$ cat src/hw/nand_host_pkg.sv
// Purpose: shared constants for the flash host sequencer (timing, status bits, op codes)
// Assumes: 20 MHz system clock, x8 multiplexed flash bus
// Notes:   timing figures are in ns and converted to whole clock cycles here
package nand_host_pkg;

  localparam int CLK_NS      = 50;
  // least strobe and hold widths, rounded up to whole cycles
  localparam int SETUP_NS    = 25;
  localparam int STROBE_NS   = 25;
  localparam int HOLD_NS     = 25;
  localparam int SETUP_CYC   = (SETUP_NS + CLK_NS - 1) / CLK_NS;
  localparam int STROBE_CYC  = (STROBE_NS + CLK_NS - 1) / CLK_NS;
  localparam int HOLD_CYC    = (HOLD_NS + CLK_NS - 1) / CLK_NS;
  // write strobe high to busy low, and to first read strobe
  localparam int BUSY_SET_NS  = 100;
  localparam int BUSY_SET_CYC = (BUSY_SET_NS + CLK_NS - 1) / CLK_NS;
  localparam int WHR_NS       = 60;
  localparam int WHR_CYC      = (WHR_NS + CLK_NS - 1) / CLK_NS;

  // status byte layout
  localparam int ST_UNPROT     = 7;
  localparam int ST_CACHE_RDY  = 6;
  localparam int ST_ARRAY_RDY  = 5;
  localparam int ST_PRIOR_FAIL = 1;
  localparam int ST_FAIL       = 0;
  localparam logic [7:0] ST_USED_MASK = 8'hE3;

  localparam int ADDR_FULL_CYCLES  = 5;
  localparam int ADDR_BLOCK_CYCLES = 3;

  typedef enum logic [2:0] {
    OP_CACHE_PAGE  = 3'h0,  // page, cache confirm, session continues
    OP_CACHE_END10 = 3'h1,  // last page, normal program confirm
    OP_CACHE_END15 = 3'h2,  // last page, cache confirm, then poll
    OP_ERASE       = 3'h3,
    OP_RESET       = 3'h4,
    OP_STATUS      = 3'h5
  } op_type;

endpackage

$ cat src/hw/nand_cycle_engine.sv
// Purpose: one bus cycle on the flash pins: command, address or data write, or a data read
// Assumes: chip enable is handled by the caller; pin inputs synchronous to clk_i
// Notes:   request is a level; a new cycle starts only when done_o is low
`timescale 1ns/1ps
`default_nettype none
module nand_cycle_engine (
  input  wire logic       clk_i,
  input  wire logic       resetn_i,
  input  wire logic       req_i,
  input  wire logic       read_i,
  input  wire logic       cle_i,
  input  wire logic       ale_i,
  input  wire logic [7:0] byte_i,
  output logic            done_o,
  output logic [7:0]      rdata_o,
  output logic            cle_o,
  output logic            ale_o,
  output logic            we_n_o,
  output logic            re_n_o,
  output logic [7:0]      io_o,
  output logic            io_oe_o,
  input  wire logic [7:0] io_i
);

  typedef enum logic [1:0] {
    B_IDLE   = 2'h0,
    B_SETUP  = 2'h1,
    B_STROBE = 2'h2,
    B_HOLD   = 2'h3
  } phase_type;

  phase_type  phase;
  logic [3:0] cnt;
  logic       rd;

  always_ff @(posedge clk_i or negedge resetn_i) begin
    if (!resetn_i) begin
      phase   <= B_IDLE;
      cnt     <= 4'h0;
      rd      <= 1'b0;
      done_o  <= 1'b0;
      rdata_o <= 8'h00;
      cle_o   <= 1'b0;
      ale_o   <= 1'b0;
      we_n_o  <= 1'b1;
      re_n_o  <= 1'b1;
      io_o    <= 8'h00;
      io_oe_o <= 1'b0;
    end else begin
      done_o <= 1'b0;
      unique case (phase)
        B_IDLE: begin
          if (req_i && !done_o) begin
            rd      <= read_i;
            cle_o   <= cle_i & ~read_i;
            ale_o   <= ale_i & ~read_i;
            io_o    <= byte_i;
            io_oe_o <= ~read_i;
            cnt     <= 4'(nand_host_pkg::SETUP_CYC - 1);
            phase   <= B_SETUP;
          end
        end
        B_SETUP: begin
          if (cnt == 4'h0) begin
            we_n_o <= rd;
            re_n_o <= ~rd;
            cnt    <= 4'(nand_host_pkg::STROBE_CYC - 1);
            phase  <= B_STROBE;
          end else begin
            cnt <= cnt - 4'h1;
          end
        end
        B_STROBE: begin
          if (cnt == 4'h0) begin
            // device latches on the rising write strobe; read data sampled before release
            we_n_o <= 1'b1;
            re_n_o <= 1'b1;
            if (rd) begin
              rdata_o <= io_i;
            end
            cnt   <= 4'(nand_host_pkg::HOLD_CYC - 1);
            phase <= B_HOLD;
          end else begin
            cnt <= cnt - 4'h1;
          end
        end
        B_HOLD: begin
          if (cnt == 4'h0) begin
            cle_o   <= 1'b0;
            ale_o   <= 1'b0;
            io_oe_o <= 1'b0;
            done_o  <= 1'b1;
            phase   <= B_IDLE;
          end else begin
            cnt <= cnt - 4'h1;
          end
        end
      endcase
    end
  end

endmodule
`default_nettype wire

$ cat src/hw/nand_cache_host.sv
// Purpose: host sequencer for cache program, block erase, reset and status polling
// Assumes: one flash die on an x8 bus; orders arrive one at a time at op_valid_i
// Notes:   the status byte is read after every program or erase for its fail bits
`timescale 1ns/1ps
`default_nettype none
module nand_cache_host #(
  parameter int         MAX_PAGE_BYTES  = 2112,
  parameter int         MAX_CACHE_PAGES = 64,
  parameter int         PAGE_BITS       = 6,
  parameter logic [7:0] CMD_PROG_SETUP  = 8'h80,
  parameter logic [7:0] CMD_PROG_END    = 8'h10,
  parameter logic [7:0] CMD_CACHE_END   = 8'h15,
  parameter logic [7:0] CMD_ERASE_SETUP = 8'h60,
  parameter logic [7:0] CMD_ERASE_END   = 8'hD0,
  parameter logic [7:0] CMD_RESET       = 8'hFF,
  parameter logic [7:0] CMD_STATUS      = 8'h70
) (
  input  wire logic        clk_i,
  input  wire logic        resetn_i,
  input  wire logic        op_valid_i,
  input  wire logic [2:0]  op_code_i,
  input  wire logic [23:0] row_i,
  input  wire logic [15:0] col_i,
  input  wire logic [11:0] length_i,
  input  wire logic        write_enable_i,
  output logic             op_ready_o,
  input  wire logic [7:0]  wr_data_i,
  input  wire logic        wr_valid_i,
  output logic             wr_ready_o,
  output logic             done_o,
  output logic             refused_o,
  output logic [7:0]       status_o,
  output logic             fail_o,
  output logic             prior_fail_o,
  output logic             protected_o,
  output logic             ce_n_o,
  output logic             cle_o,
  output logic             ale_o,
  output logic             we_n_o,
  output logic             re_n_o,
  output logic             wp_n_o,
  output logic [7:0]       io_o,
  output logic             io_oe_o,
  input  wire logic [7:0]  io_i,
  input  wire logic        ready_busy_line_i
);

  if (MAX_PAGE_BYTES < 1 || MAX_PAGE_BYTES > 4095 || MAX_CACHE_PAGES < 1 ||
      MAX_CACHE_PAGES > 255 || PAGE_BITS < 1 || PAGE_BITS > 23) begin : g_bad_params
    $error("nand_cache_host: parameter out of range");
  end

  typedef enum logic [3:0] {
    S_IDLE    = 4'h0,
    S_SETUP   = 4'h1,
    S_ADDR    = 4'h2,
    S_DATA    = 4'h3,
    S_CONFIRM = 4'h4,
    S_WAIT    = 4'h5,
    S_BUSY    = 4'h6,
    S_STCMD   = 4'h7,
    S_STREAD  = 4'h8,
    S_FINISH  = 4'h9
  } state_type;

  localparam logic [11:0] MAX_BYTES = 12'(MAX_PAGE_BYTES);
  localparam logic [7:0]  MAX_PAGES = 8'(MAX_CACHE_PAGES);

  state_type    state;
  nand_host_pkg::op_type op;
  logic [23:0]  row;
  logic [15:0]  col;
  logic [11:0]  len;
  logic [11:0]  data_cnt;
  logic [2:0]   addr_idx;
  logic [3:0]   wait_cnt;
  logic         polling;
  logic [7:0]   data_byte;
  logic         have_byte;
  logic         in_cache;
  logic [23:0]  block;
  logic [7:0]   page_cnt;
  logic         status_mode;
  logic         bus_req;
  logic         bus_read;
  logic         bus_cle;
  logic         bus_ale;
  logic [7:0]   bus_byte;
  logic         bus_done;
  logic [7:0]   bus_rdata;
  logic         is_erase;
  logic         is_cache;
  logic         new_block_ok;
  logic [23:0]  blk_of_row_i;

  function automatic logic [23:0] block_of(input logic [23:0] r);
    block_of = r >> PAGE_BITS;
  endfunction

  // erase sends only the three row bytes; page bits are don't care to the device
  function automatic logic [7:0] addr_byte(input logic er, input logic [2:0] i,
                                           input logic [15:0] c, input logic [23:0] r);
    logic [2:0] k;
    k = er ? i + 3'h2 : i;
    unique case (k)
      3'h0:    addr_byte = c[7:0];
      3'h1:    addr_byte = c[15:8];
      3'h2:    addr_byte = r[7:0];
      3'h3:    addr_byte = r[15:8];
      default: addr_byte = r[23:16];
    endcase
  endfunction

  assign is_erase     = (op == nand_host_pkg::OP_ERASE);
  assign is_cache     = (op == nand_host_pkg::OP_CACHE_PAGE) ||
                        (op == nand_host_pkg::OP_CACHE_END10) ||
                        (op == nand_host_pkg::OP_CACHE_END15);
  assign blk_of_row_i = block_of(row_i);
  // a new page may join the session only in the same block and under the page limit
  assign new_block_ok = !in_cache ||
                        ((blk_of_row_i == block) && (page_cnt < MAX_PAGES));

  always_comb begin
    bus_req  = 1'b0;
    bus_read = 1'b0;
    bus_cle  = 1'b0;
    bus_ale  = 1'b0;
    bus_byte = 8'h00;
    unique case (state)
      S_SETUP: begin
        bus_req  = 1'b1;
        bus_cle  = 1'b1;
        bus_byte = (op == nand_host_pkg::OP_RESET) ? CMD_RESET :
                   is_erase ? CMD_ERASE_SETUP : CMD_PROG_SETUP;
      end
      S_ADDR: begin
        bus_req  = 1'b1;
        bus_ale  = 1'b1;
        bus_byte = addr_byte(is_erase, addr_idx, col, row);
      end
      S_DATA: begin
        bus_req  = have_byte;
        bus_byte = data_byte;
      end
      S_CONFIRM: begin
        bus_req  = 1'b1;
        bus_cle  = 1'b1;
        bus_byte = is_erase ? CMD_ERASE_END :
                   (op == nand_host_pkg::OP_CACHE_END10) ? CMD_PROG_END : CMD_CACHE_END;
      end
      S_STCMD: begin
        bus_req  = 1'b1;
        bus_cle  = 1'b1;
        bus_byte = CMD_STATUS;
      end
      S_STREAD: begin
        bus_req  = 1'b1;
        bus_read = 1'b1;
      end
      default: begin
        bus_req = 1'b0;
      end
    endcase
  end

  nand_cycle_engine u_cycle (
    .clk_i    (clk_i),
    .resetn_i (resetn_i),
    .req_i    (bus_req),
    .read_i   (bus_read),
    .cle_i    (bus_cle),
    .ale_i    (bus_ale),
    .byte_i   (bus_byte),
    .done_o   (bus_done),
    .rdata_o  (bus_rdata),
    .cle_o    (cle_o),
    .ale_o    (ale_o),
    .we_n_o   (we_n_o),
    .re_n_o   (re_n_o),
    .io_o     (io_o),
    .io_oe_o  (io_oe_o),
    .io_i     (io_i)
  );

  // sequence control
  always_ff @(posedge clk_i or negedge resetn_i) begin
    if (!resetn_i) begin
      state     <= S_IDLE;
      op        <= nand_host_pkg::OP_STATUS;
      row       <= 24'h000000;
      col       <= 16'h0000;
      len       <= 12'h000;
      data_cnt  <= 12'h000;
      addr_idx  <= 3'h0;
      wait_cnt  <= 4'h0;
      polling   <= 1'b0;
      op_ready_o <= 1'b0;
      refused_o <= 1'b0;
      done_o    <= 1'b0;
      ce_n_o    <= 1'b1;
    end else begin
      refused_o  <= 1'b0;
      done_o     <= 1'b0;
      op_ready_o <= (state == S_IDLE) && !op_valid_i && !done_o && !refused_o;
      unique case (state)
        S_IDLE: begin
          if (op_valid_i && op_ready_o) begin
            op_ready_o <= 1'b0;
            op  <= nand_host_pkg::op_type'(op_code_i);
            row <= row_i;
            col <= col_i;
            len <= length_i;
            data_cnt <= 12'h000;
            addr_idx <= 3'h0;
            polling  <= 1'b0;
            if (op_code_i > 3'(nand_host_pkg::OP_STATUS)) begin
              refused_o <= 1'b1;
            end else if (op_code_i <= 3'(nand_host_pkg::OP_CACHE_END15) &&
                         (!new_block_ok || length_i == 12'h000 ||
                          length_i > MAX_BYTES)) begin
              refused_o <= 1'b1;
            end else begin
              ce_n_o <= 1'b0;
              state  <= (op_code_i == 3'(nand_host_pkg::OP_STATUS)) ? S_STCMD : S_SETUP;
            end
          end
        end
        S_SETUP: begin
          if (bus_done) begin
            if (op == nand_host_pkg::OP_RESET) begin
              wait_cnt <= 4'(nand_host_pkg::BUSY_SET_CYC);
              state    <= S_WAIT;
            end else begin
              state <= S_ADDR;
            end
          end
        end
        S_ADDR: begin
          if (bus_done) begin
            addr_idx <= addr_idx + 3'h1;
            if (addr_idx == 3'(is_erase ? nand_host_pkg::ADDR_BLOCK_CYCLES - 1 :
                                          nand_host_pkg::ADDR_FULL_CYCLES - 1)) begin
              state <= is_erase ? S_CONFIRM : S_DATA;
            end
          end
        end
        S_DATA: begin
          if (bus_done) begin
            data_cnt <= data_cnt + 12'h001;
            if (data_cnt + 12'h001 == len) begin
              state <= S_CONFIRM;
            end
          end
        end
        S_CONFIRM: begin
          if (bus_done) begin
            wait_cnt <= 4'(nand_host_pkg::BUSY_SET_CYC);
            state    <= S_WAIT;
          end
        end
        S_WAIT: begin
          // busy may not show until some time after the confirm strobe rises
          if (wait_cnt == 4'h0) begin
            state <= polling ? S_STREAD : S_BUSY;
          end else begin
            wait_cnt <= wait_cnt - 4'h1;
          end
        end
        S_BUSY: begin
          // cache transfer, array program, erase or reset busy; only status may follow
          if (ready_busy_line_i) begin
            state <= (op == nand_host_pkg::OP_RESET) ? S_FINISH : S_STCMD;
          end
        end
        S_STCMD: begin
          if (bus_done) begin
            polling  <= 1'b1;
            wait_cnt <= 4'(nand_host_pkg::WHR_CYC);
            state    <= S_WAIT;
          end
        end
        S_STREAD: begin
          // a cache-confirmed last page is finished only once array ready reads one
          if (bus_done) begin
            if (op == nand_host_pkg::OP_CACHE_END15 &&
                !bus_rdata[nand_host_pkg::ST_ARRAY_RDY]) begin
              state <= S_STREAD;
            end else begin
              state <= S_FINISH;
            end
          end
        end
        S_FINISH: begin
          ce_n_o <= 1'b1;
          done_o <= 1'b1;
          state  <= S_IDLE;
        end
        default: begin
          state <= S_IDLE;
        end
      endcase
    end
  end

  // write data handshake: one byte held at a time
  always_ff @(posedge clk_i or negedge resetn_i) begin
    if (!resetn_i) begin
      data_byte  <= 8'h00;
      have_byte  <= 1'b0;
      wr_ready_o <= 1'b0;
    end else if (state == S_DATA) begin
      if (wr_valid_i && wr_ready_o) begin
        data_byte  <= wr_data_i;
        have_byte  <= 1'b1;
        wr_ready_o <= 1'b0;
      end else if (bus_done) begin
        have_byte  <= 1'b0;
        wr_ready_o <= (data_cnt + 12'h001 != len);
      end else if (!have_byte) begin
        wr_ready_o <= 1'b1;
      end
    end else begin
      have_byte  <= 1'b0;
      wr_ready_o <= 1'b0;
    end
  end

  // cache session bookkeeping
  always_ff @(posedge clk_i or negedge resetn_i) begin
    if (!resetn_i) begin
      in_cache <= 1'b0;
      block    <= 24'h000000;
      page_cnt <= 8'h00;
    end else if (state == S_IDLE && op_valid_i && op_ready_o) begin
      if (op_code_i <= 3'(nand_host_pkg::OP_CACHE_END15) && new_block_ok &&
          length_i != 12'h000 && length_i <= MAX_BYTES) begin
        in_cache <= (op_code_i == 3'(nand_host_pkg::OP_CACHE_PAGE));
        block    <= blk_of_row_i;
        page_cnt <= (in_cache ? page_cnt : 8'h00) + 8'h01;
      end else if (op_code_i == 3'(nand_host_pkg::OP_ERASE) ||
                   op_code_i == 3'(nand_host_pkg::OP_RESET)) begin
        in_cache <= 1'b0;
        page_cnt <= 8'h00;
      end
    end
  end

  // status results and device status-mode tracking
  always_ff @(posedge clk_i or negedge resetn_i) begin
    if (!resetn_i) begin
      status_o     <= 8'h00;
      fail_o       <= 1'b0;
      prior_fail_o <= 1'b0;
      protected_o  <= 1'b0;
      status_mode  <= 1'b0;
      wp_n_o       <= 1'b0;
    end else begin
      wp_n_o <= write_enable_i;
      if (bus_done && bus_cle) begin
        status_mode <= (bus_byte == CMD_STATUS);
      end
      if (state == S_STREAD && bus_done) begin
        status_o     <= bus_rdata & nand_host_pkg::ST_USED_MASK;
        fail_o       <= bus_rdata[nand_host_pkg::ST_FAIL];
        prior_fail_o <= is_cache & bus_rdata[nand_host_pkg::ST_PRIOR_FAIL];
        protected_o  <= ~bus_rdata[nand_host_pkg::ST_UNPROT];
      end else if (state == S_FINISH && op == nand_host_pkg::OP_RESET) begin
        status_o     <= 8'h00;
        fail_o       <= 1'b0;
        prior_fail_o <= 1'b0;
      end
    end
  end

  AST_SAME_BLOCK: assert property (@(posedge clk_i) disable iff (!resetn_i)
    (state == S_ADDR && is_cache)
      |-> (block_of(row) == block))
    else $error("cache page outside the session block");

  AST_CONFIRM_AFTER_DATA: assert property (@(posedge clk_i) disable iff (!resetn_i)
    (state == S_CONFIRM && !is_erase) |-> (data_cnt == len && len <= MAX_BYTES))
    else $error("program confirm before all data bytes were sent");

  AST_END15_POLLED: assert property (@(posedge clk_i) disable iff (!resetn_i)
    (done_o && op == nand_host_pkg::OP_CACHE_END15) |-> status_o[nand_host_pkg::ST_ARRAY_RDY])
    else $error("cache-confirmed end finished without array ready");

  AST_PAGE_LIMIT: assert property (@(posedge clk_i) disable iff (!resetn_i)
    $rose(state == S_SETUP) && is_cache |-> ##1 (page_cnt <= MAX_PAGES && page_cnt != 8'h00))
    else $error("cache session page count out of range");

  AST_ERASE_ADDR_COUNT: assert property (@(posedge clk_i) disable iff (!resetn_i)
    ($past(state) == S_ADDR && state == S_CONFIRM)
      |-> (is_erase && addr_idx == 3'(nand_host_pkg::ADDR_BLOCK_CYCLES)))
    else $error("erase confirm not after three block address cycles");

  AST_BUSY_ONLY_STATUS: assert property (@(posedge clk_i) disable iff (!resetn_i)
    (state == S_BUSY && !ready_busy_line_i) |=> (!bus_req || state == S_STCMD))
    else $error("command other than status issued while device busy");

  AST_READ_IN_STATUS_MODE: assert property (@(posedge clk_i) disable iff (!resetn_i)
    (state == S_STREAD) |-> status_mode)
    else $error("status read without the device in status mode");

  AST_PRIOR_FAIL_MASKED: assert property (@(posedge clk_i) disable iff (!resetn_i)
    (done_o && !is_cache) |-> !prior_fail_o)
    else $error("prior page fail reported outside cache programming");

  AST_RESERVED_ZERO: assert property (@(posedge clk_i) disable iff (!resetn_i)
    $rose(done_o) |-> (status_o & ~nand_host_pkg::ST_USED_MASK) == 8'h00 ##1 !done_o)
    else $error("reserved status bits passed through");

endmodule
`default_nettype wire

$ cat config.mk
export PLATFORM = sky130hd
export DESIGN_NAME = nand_cache_host
export DESIGN_NICKNAME = d
export VERILOG_FILES = /design/src/hw/nand_host_pkg.sv /design/src/hw/nand_cycle_engine.sv /design/src/hw/nand_cache_host.sv
export SDC_FILE = /design/constraint.sdc
export NUM_CORES = 1
export LEC_CHECK = 0
export ABC_AREA = 1
export BUFFER_PORTS_ARGS = -buffer_cell sky130_fd_sc_hd__buf_2
export CAP_MARGIN = 20
export CORE_MARGIN = 2
export CORE_UTILIZATION = 55
export DETAILED_ROUTE_END_ITERATION = 10
export PLACE_DENSITY = 0.75
export SLEW_MARGIN = 25
export SYNTH_ARGS = -nofsm -noshare
export SYNTH_HDL_FRONTEND = slang
export SYNTH_SLANG_ARGS = --single-unit
$ cat constraint.sdc
create_clock -name clk_i -period 2.7 [get_ports clk_i]
set_input_delay 0.135 -clock clk_i [delete_from_list [all_inputs] [get_ports clk_i]]
set_output_delay 0.135 -clock clk_i [all_outputs]
set_load 0.05 [all_outputs]
==> results of run 1 <==
## cells by family (layout without fill, tap and decap cells)
logic type                 Yosys count  after routing  share of synthesized area
DFF                                154            154                      0.492
buffers and inverters              166            346                     0.0817
adders and majority gates           11             11                     0.0176
muxes                               12             12                     0.0172
xor gates and xnor gates            10             10                     0.0121
other                                1              4                   0.000478
AOI/OAI and AO/OA                  151            151                      0.104
and+or+nand+nor                    516            516                      0.274
## sequential cells by signal, indices dropped and copies added, names as in the netlist, 8 cells and up
register and count:
data_cnt 12, data_byte 8, block 18, len 12, u_cycle.io_o 8, page_cnt 8
col 16, row 24
## layer usage
layer	routed length [um]	up-vias
li1	-	3592
met1	8390	3355
met2	10100	214
met3	982	56
met4	711	0
met5	0	-
## area by class of cell
class,count,area [um2],share of cell area
Timing Repair Buffer,175,1240,0.126
Inverter,139,522,0.0530
Sequential cell,154,3860,0.392
Tap cell,180,225,0.0229
Multi-Input combinational cell,703,3350,0.340
Clock buffer,25,505,0.0514
Clock inverter,7,135,0.0137
Antenna cell,1,2.50,0.000254
## power breakdown
group / switching (mW) / leakage, nW / internal [mW]
combinational: 2.68 / 2.81 / 1.34
sequential: 0.615 / 1.95 / 3.24
clock: 0.929 / 0.317 / 1.67
total: 4.22 / 5.08 / 6.24
## cell usage after synthesis
library cell                count
sky130_fd_sc_hd__buf_2          2
sky130_fd_sc_hd__mux2_2        12
sky130_fd_sc_hd__o21ai_0       81
sky130_fd_sc_hd__and3_1         1
sky130_fd_sc_hd__buf_1          3
sky130_fd_sc_hd__nor2_4         1
sky130_fd_sc_hd__ha_1          11
sky130_fd_sc_hd__o211ai_1       1
sky130_fd_sc_hd__xnor2_1        3
sky130_fd_sc_hd__and3b_1        1
sky130_fd_sc_hd__o21a_1         1
sky130_fd_sc_hd__dfstp_2        5
sky130_fd_sc_hd__nand4_1       18
sky130_fd_sc_hd__a31oi_1       12
sky130_fd_sc_hd__nand2_1      357
sky130_fd_sc_hd__clkinv_1       1
sky130_fd_sc_hd__nand3_1       51
sky130_fd_sc_hd__xor2_1         6
sky130_fd_sc_hd__a21oi_1       30
sky130_fd_sc_hd__o21ai_1        6
sky130_fd_sc_hd__o22ai_1       11
sky130_fd_sc_hd__nand3b_1       4
sky130_fd_sc_hd__nand3_2        1
sky130_fd_sc_hd__o31ai_1        1
sky130_fd_sc_hd__a22oi_1        1
sky130_fd_sc_hd__or2_2          3
sky130_fd_sc_hd__conb_1         1
sky130_fd_sc_hd__dfrtp_1      149
sky130_fd_sc_hd__o2111ai_1      1
sky130_fd_sc_hd__nand2_4        2
sky130_fd_sc_hd__xor2_2         1
sky130_fd_sc_hd__a21oi_2        1
sky130_fd_sc_hd__nand3_4        1
sky130_fd_sc_hd__o221ai_1       1
sky130_fd_sc_hd__nor2_1        58
sky130_fd_sc_hd__nor3_1        11
sky130_fd_sc_hd__nor4_1         1
sky130_fd_sc_hd__inv_1        136
sky130_fd_sc_hd__clkbuf_1      18
sky130_fd_sc_hd__inv_2          2
sky130_fd_sc_hd__nor2_2         3
sky130_fd_sc_hd__a211oi_1       3
sky130_fd_sc_hd__buf_4          4
sky130_fd_sc_hd__o41ai_1        1
sky130_fd_sc_hd__nand2_2        3
## repair_timing
action                                 CTS  global route
endpoints found under the hold margin  138             0
buffers inserted                         0             0
resized for setup                        0             0
hold buffers                            63             0
## final timing paths
kind / slack, ps / depth (start not counted) / from / to
max reg2reg: 370 / 12 / op[2] / u_cycle.io_o[6]
max: 370 / 12 / op[2] / u_cycle.io_o[6]
min: 10 / 3 / row_i[10] / row[10]
min reg2reg: 450 / 1 / done_o / op_ready_o
min in group asynchronous: 290 / 2 / resetn_i / wp_n_o
max in group asynchronous: 1620 / 3 / resetn_i / ce_n_o
## metrics by stage
stage          hold WS (ps)  instances  setup WS, ps  cell area [um2]   util
4_1_cts                9.31       1383           381             9840  0.709
5_1_grt                24.4       1384           159             9840  0.709
3_5_place_dp            206       1288           405             8570  0.617
3_3_place_gp            209       1288           576             8570  0.617
6_report               11.2       1384           373             9840  0.709
2_1_floorplan          -161       1023           922             7850      -
## worst max-delay path, stage by stage (launching register included)
cell	delay (ps)
sky130_fd_sc_hd__dfstp_2	550
sky130_fd_sc_hd__inv_2	60
sky130_fd_sc_hd__nand3_4	90
sky130_fd_sc_hd__inv_2	70
sky130_fd_sc_hd__nand2_4	90
sky130_fd_sc_hd__nand2_4	90
sky130_fd_sc_hd__nor3_1	730
sky130_fd_sc_hd__nand2_1	140
sky130_fd_sc_hd__nand4_1	170
sky130_fd_sc_hd__nand2_1	60
sky130_fd_sc_hd__nand2_1	70
sky130_fd_sc_hd__nand2_1	50
sky130_fd_sc_hd__nand2_1	70
==> results.md, run 1 <==
* Run status: complete, no violations
* Relative max-transition margin at 0.367
* Kind of critical path: register to register
* Final hold violation count at 0
* Kind of start point of the critical path: register
* Clock edge transition at the registers on the reported setup and hold paths at ~60 ps
* Area leader, netlist: sky130_fd_sc_hd__dfrtp_1
* Library cells used by synthesis at 45
* Core area at between 0.01 and 0.015 mm2
* Antenna violations before repair at 1
* Layout overhead on the synthesized area at 25.5%
* Fill count at around 1.1k
* Warnings from Yosys at 0
* Clock latency reported for the late side of the worst-skew pair at between 400 and 500 ps
* Pin count of the biggest net entering global routing at 78
* Routed vias/inst at approximately 5.2
* CTS sink cnt at 154
* Hold WC Path Type: input port to register
* Number of top-level pins at 107
* Met1 track demand over resource at 0.339
* Period minus WS final at 2330 ps
* Final weighted congestion of routability-driven global placement at about 0.89
* Synthesized instance count at 1021
* Die X-Extent at 123 um
* Cell Area, Synth at 0.00784 mm2
* Max Clock Skew at ~4.2 ps
* Most used routing layer: met2
* Crit end category: register
* Ratio of final minimum period to clock period at 0.862
* Max VDD drop at ~0.45 mV
* Number of port buffers at 100
* DIE AREA at between 0.015 and 0.02 mm2
* Clock tree from TritonCTS: built
* Vert. Die Dim at 123 um
* Top library cells by usage in the layout, fill and taps aside: sky130_fd_sc_hd__nand2_1, sky130_fd_sc_hd__dfrtp_1, sky130_fd_sc_hd__inv_1, sky130_fd_sc_hd__buf_2, sky130_fd_sc_hd__o21ai_0
* Global-route wire length before repair at roughly 33000 um
* Aggregate global routing overflow at 0
* Number of iterations in the first detailed-routing pass at 6
* Number of rows in the core area at between 40 and 50
* Fmax at approximately 0.43 GHz
* Overall via count from detail_route at 7217
* Number of endpoints failing setup at the final stage at 0
* Total track usage at 0.281
* Data required time at the worst endpoint at 3070 ps
* Met2 global-route usage at 0.475
* Pwr per Cell Area at 1060 mW/mm2
* Main area contributors after synthesis: sky130_fd_sc_hd__dfrtp_1, sky130_fd_sc_hd__nand2_1, sky130_fd_sc_hd__inv_1
* Share of the yosys chip area belonging to registers at 0.492
* Half-perimeter wire length of the detailed placement result at between 10000 and 15000 um
* Starting density of the core at 0.565
* Wire length per cell after detailed routing at 14.6 um
* Setup repair after global routing missed its margin: false
* Transition at the pin with the smallest max-transition slack at 942 ps
* CTS root buffer: sky130_fd_sc_hd__clkbuf_16
* Maximum fanout along the worst path at 10
* Number of buffers created by CTS at 17
* Setup TNS at 0 ps
* Maximum Capacitance Violations at 0
* Global routing met3 resource utilization at 0.0696
* Net total in the final layout at roughly 1.3k
* Post-route antenna net violation count at 0
* Number of global-route vias before repair at a little under 7k
* Ratio of cells with drive above 1 in the final layout at 0.146
* Reported leakage power at approximately 5.1 nW
* Worst-case clock buffer depth at 2
* Wire length reported by the detailed router at between 20000 and 25000 um
* Drt initial violations at approximately 580
* WP data arrival at approximately 2700 ps
* Post-layout total power at between 10 and 15 mW
* Mean post-synth cell area at 7.68 um2
* Synth top area share at 0.476
* Most common cell after layout, fill and taps aside: sky130_fd_sc_hd__nand2_1
* # H-tree levels at 4
* Synth Register Bits at around 150
* Max-slew violation count at 0
* Post-route DRC at 0
(Power assumes the default switching activity.)
==> run 2, diff against run 1 <==
Settings changed: CORE_UTILIZATION 55 to 60, PLACE_DENSITY 0.75 to 0.81.
==> run 2 against run 1 <==
  * Global-route usage rose by 2.3 points
  * Register-to-register slack barely moved
  * Clock skew barely moved
  * Utilization rose by 6.2 points
  * Highest routed layer unchanged
  * Final cell count fell by 0.87%
  * Sequential share of layout area rose by 0.29 points
  * Combinational power barely moved
  * Largest cell class unchanged
  * Via count rose by 3.0%
  * Sequential power barely moved
==> results.md, run 2 (synthesis gave the netlist of run 1 again) <==
* Run status: complete, no violations (unchanged)
* Setup slack after placement at 420 ps (was 405 ps)
* Post-cts hold buffer count at 61 (was 63)
* Overall via count from detail_route at 7436 (was 7217)
* Number of iterations in the first detailed-routing pass at 6 (unchanged)
* Combinational share of power at 0.390 (was 0.384)
* Wire length per cell after detailed routing at 14.8 um (was 14.6 um)
* Fill count at 857 (was 1092)
* Worst reg-to-reg setup slack at 360 ps (was 370 ps)
* Max Clock Skew at 3.97 ps (was 4.20 ps)
* Clock network power share at 0.234 (was 0.248)
* Vert. Die Dim at 118 um (was 123 um)
* Relative max-transition margin at 0.397 (was 0.367)
* CTS sink cnt at 154 (unchanged)
* Pin count of the biggest net entering global routing at 81 (was 78)
* Most common cell after layout, fill and taps aside: sky130_fd_sc_hd__nand2_1 (unchanged)
* Highest cell delay on the worst timing path at 700 ps (was 730 ps)
* Setup repair after global routing missed its margin: false (unchanged)
* Setup TNS at 0 ps (unchanged)
* Number of buffers created by CTS at 17 (unchanged)
* DIE AREA at 0.0140 mm2 (was 0.0152 mm2)
* # H-tree levels at 4 (unchanged)
* Worst-case clock buffer depth at 2 (unchanged)
* Fmax at 0.428 GHz (was 0.430 GHz)
* Post-layout total power at 10.3 mW (was 10.5 mW)
* Cells along the critical path: inv_2, nand3_4, inv_2, nand2_4, nand2_4, nor3_1, nand2_1, nand4_1, nand2_1, nand2_1, nand2_1, nand2_1 (unchanged)
* Number of global-route vias before repair at 7034 (was 6908)
* Transition at the pin with the smallest max-transition slack at 898 ps (was 942 ps)
* Crit end category: register (unchanged)
* Top library cells by usage in the layout, fill and taps aside: sky130_fd_sc_hd__nand2_1, sky130_fd_sc_hd__dfrtp_1, sky130_fd_sc_hd__inv_1, sky130_fd_sc_hd__buf_2, sky130_fd_sc_hd__o21ai_0 (unchanged)
* CTS root buffer: sky130_fd_sc_hd__clkbuf_16 (unchanged)
* Global-route wire length before repair at 33800 um (was 32500 um)
* Kind of critical path: register to register (unchanged)
* Kind of start point of the critical path: register (unchanged)
* Drt initial violations at 688 (was 582)
* Layout overhead on the synthesized area at 24.6% (was 25.5%)
* Placed standard-cell area at 0.00855 mm2 (was 0.00857 mm2)
* Ratio of final minimum period to clock period at 0.866 (was 0.862)
* Post-route DRC at 0 (unchanged)
* Post-route antenna net violation count at 0 (unchanged)
* Maximum Capacitance Violations at 0 (unchanged)
* Placed cell count at 1279 (was 1288)
* Half-perimeter wire length of the detailed placement result at 13300 um (was 13600 um)
* Final weighted congestion of routability-driven global placement at 0.891 (about the same)
* Final Non-Filler Cells at 1372 (was 1384)
* Most flop-heavy register: row (unchanged)
* Hold Worst Slack at 18.1 ps (was 11.2 ps)
* Number of setup buffers added after CTS at 0 (unchanged)
* Ratio of cells with drive above 1 in the final layout at 0.148 (was 0.146)
* Wire length reported by the detailed router at 20300 um (was 20200 um)
* Int Pwr at 6.05 mW (was 6.24 mW)
* Number of port buffers at 100 (unchanged)
* Post-cts gate resize count at 0 (unchanged)
* Starting density of the core at 0.619 (was 0.565)
* Largest registers: row: 24 flops, block: 18 flops, col: 16 flops (unchanged)
* Die X-Extent at 118 um (was 123 um)
* Switching part of the total power at 0.415 (was 0.404)
* WP data arrival at 2700 ps (about the same)
* Clock edge transition at the registers on the reported setup and hold paths at 60 ps (about the same)
* Number of flip-flops under the largest register name at 24 (unchanged)
* Final worst slack at 362 ps (was 373 ps)
* Max-slew violation count at 0 (unchanged)
* Final hold violation count at 0 (unchanged)
* Core area at 0.0127 mm2 (was 0.0139 mm2)
* Slowest cell on the critical path: sky130_fd_sc_hd__nor3_1 (unchanged)
* Number of top-level pins at 107 (unchanged)
* Power share of the sequential group at 0.376 (was 0.368)
* Net total in the final layout at 1275 (was 1278)
* Period minus WS final at 2340 ps (was 2330 ps)
* Routed vias/inst at 5.42 (was 5.21)
* Data required time at the worst endpoint at 3070 ps (about the same)
* Number of rows in the core area at 41 (was 43)
* Clock tree from TritonCTS: built (unchanged)
* Final Util at 0.771 (was 0.709)
* Reported leakage power at 5.04 nW (was 5.08 nW)
* Pwr per Cell Area at 1060 mW/mm2 (about the same)
* Hold WC Path Type: input port to register (unchanged)
* Maximum fanout along the worst path at 10 (unchanged)
* Net switching power figure at 4.28 mW (was 4.22 mW)
* Critical Path Most Common Cell: sky130_fd_sc_hd__nand2_1 (unchanged)
* Number of inserted diodes at 0 (was 1)
* Max VDD drop at 0.642 mV (was 0.454 mV)
* Clock latency reported for the late side of the worst-skew pair at 430 ps (about the same)
* Design area at 0.00977 mm2 (was 0.00984 mm2)
* Antenna violations before repair at 0 (was 1)
* Number of endpoints failing setup at the final stage at 0 (unchanged)
* Aggregate global routing overflow at 0 (unchanged)
* Total track usage at 0.304 (was 0.281)
## run 2: area by class of cell
cell class,instances,area [um2],area share
inverter,139,522,0.0534
clock buffer,22,494,0.0506
multi-input combinational,703,3350,0.343
tap,172,215,0.0220
timing repair buffer,172,1210,0.124
clock inverter,10,114,0.0117
sequential,154,3860,0.395
## run 2: worst max-delay path: cells and delay by family (launching register included)
family / cells / cell delay (ps)
simple gates: 10 / 1590
flops: 1 / 550
buf+inv: 2 / 130
## run 2: metal layers
layer  wire length [um]  GRT usage  vias up
met1               8390      0.384     3503
met3                995     0.0579       65
li1                   -          -     3591
met4                744      0.125        0
met5                  0          0        -
met2              10200      0.514      277
## run 2: power groups by stage
stage / clock (mW) / sequential (mW) / combinational (mW)
floorplan: 0 / 4.10 / 2.54
global placement: 0 / 3.85 / 3.73
detailed placement: 0 / 3.87 / 3.83
CTS: 2.44 / 3.85 / 3.96
global route: 2.53 / 3.98 / 4.51
finish: 2.42 / 3.88 / 4.03
## run 2: final timing paths
path | end | from | depth (start not counted)
max | u_cycle.io_o[1] | op[2] | 12
min | row[10] | row_i[10] | 3
max reg2reg | u_cycle.io_o[1] | op[2] | 12
min reg2reg | op_ready_o | done_o | 1
max in group asynchronous | u_cycle.we_n_o | resetn_i | 3
min in group asynchronous | block[6] | resetn_i | 2
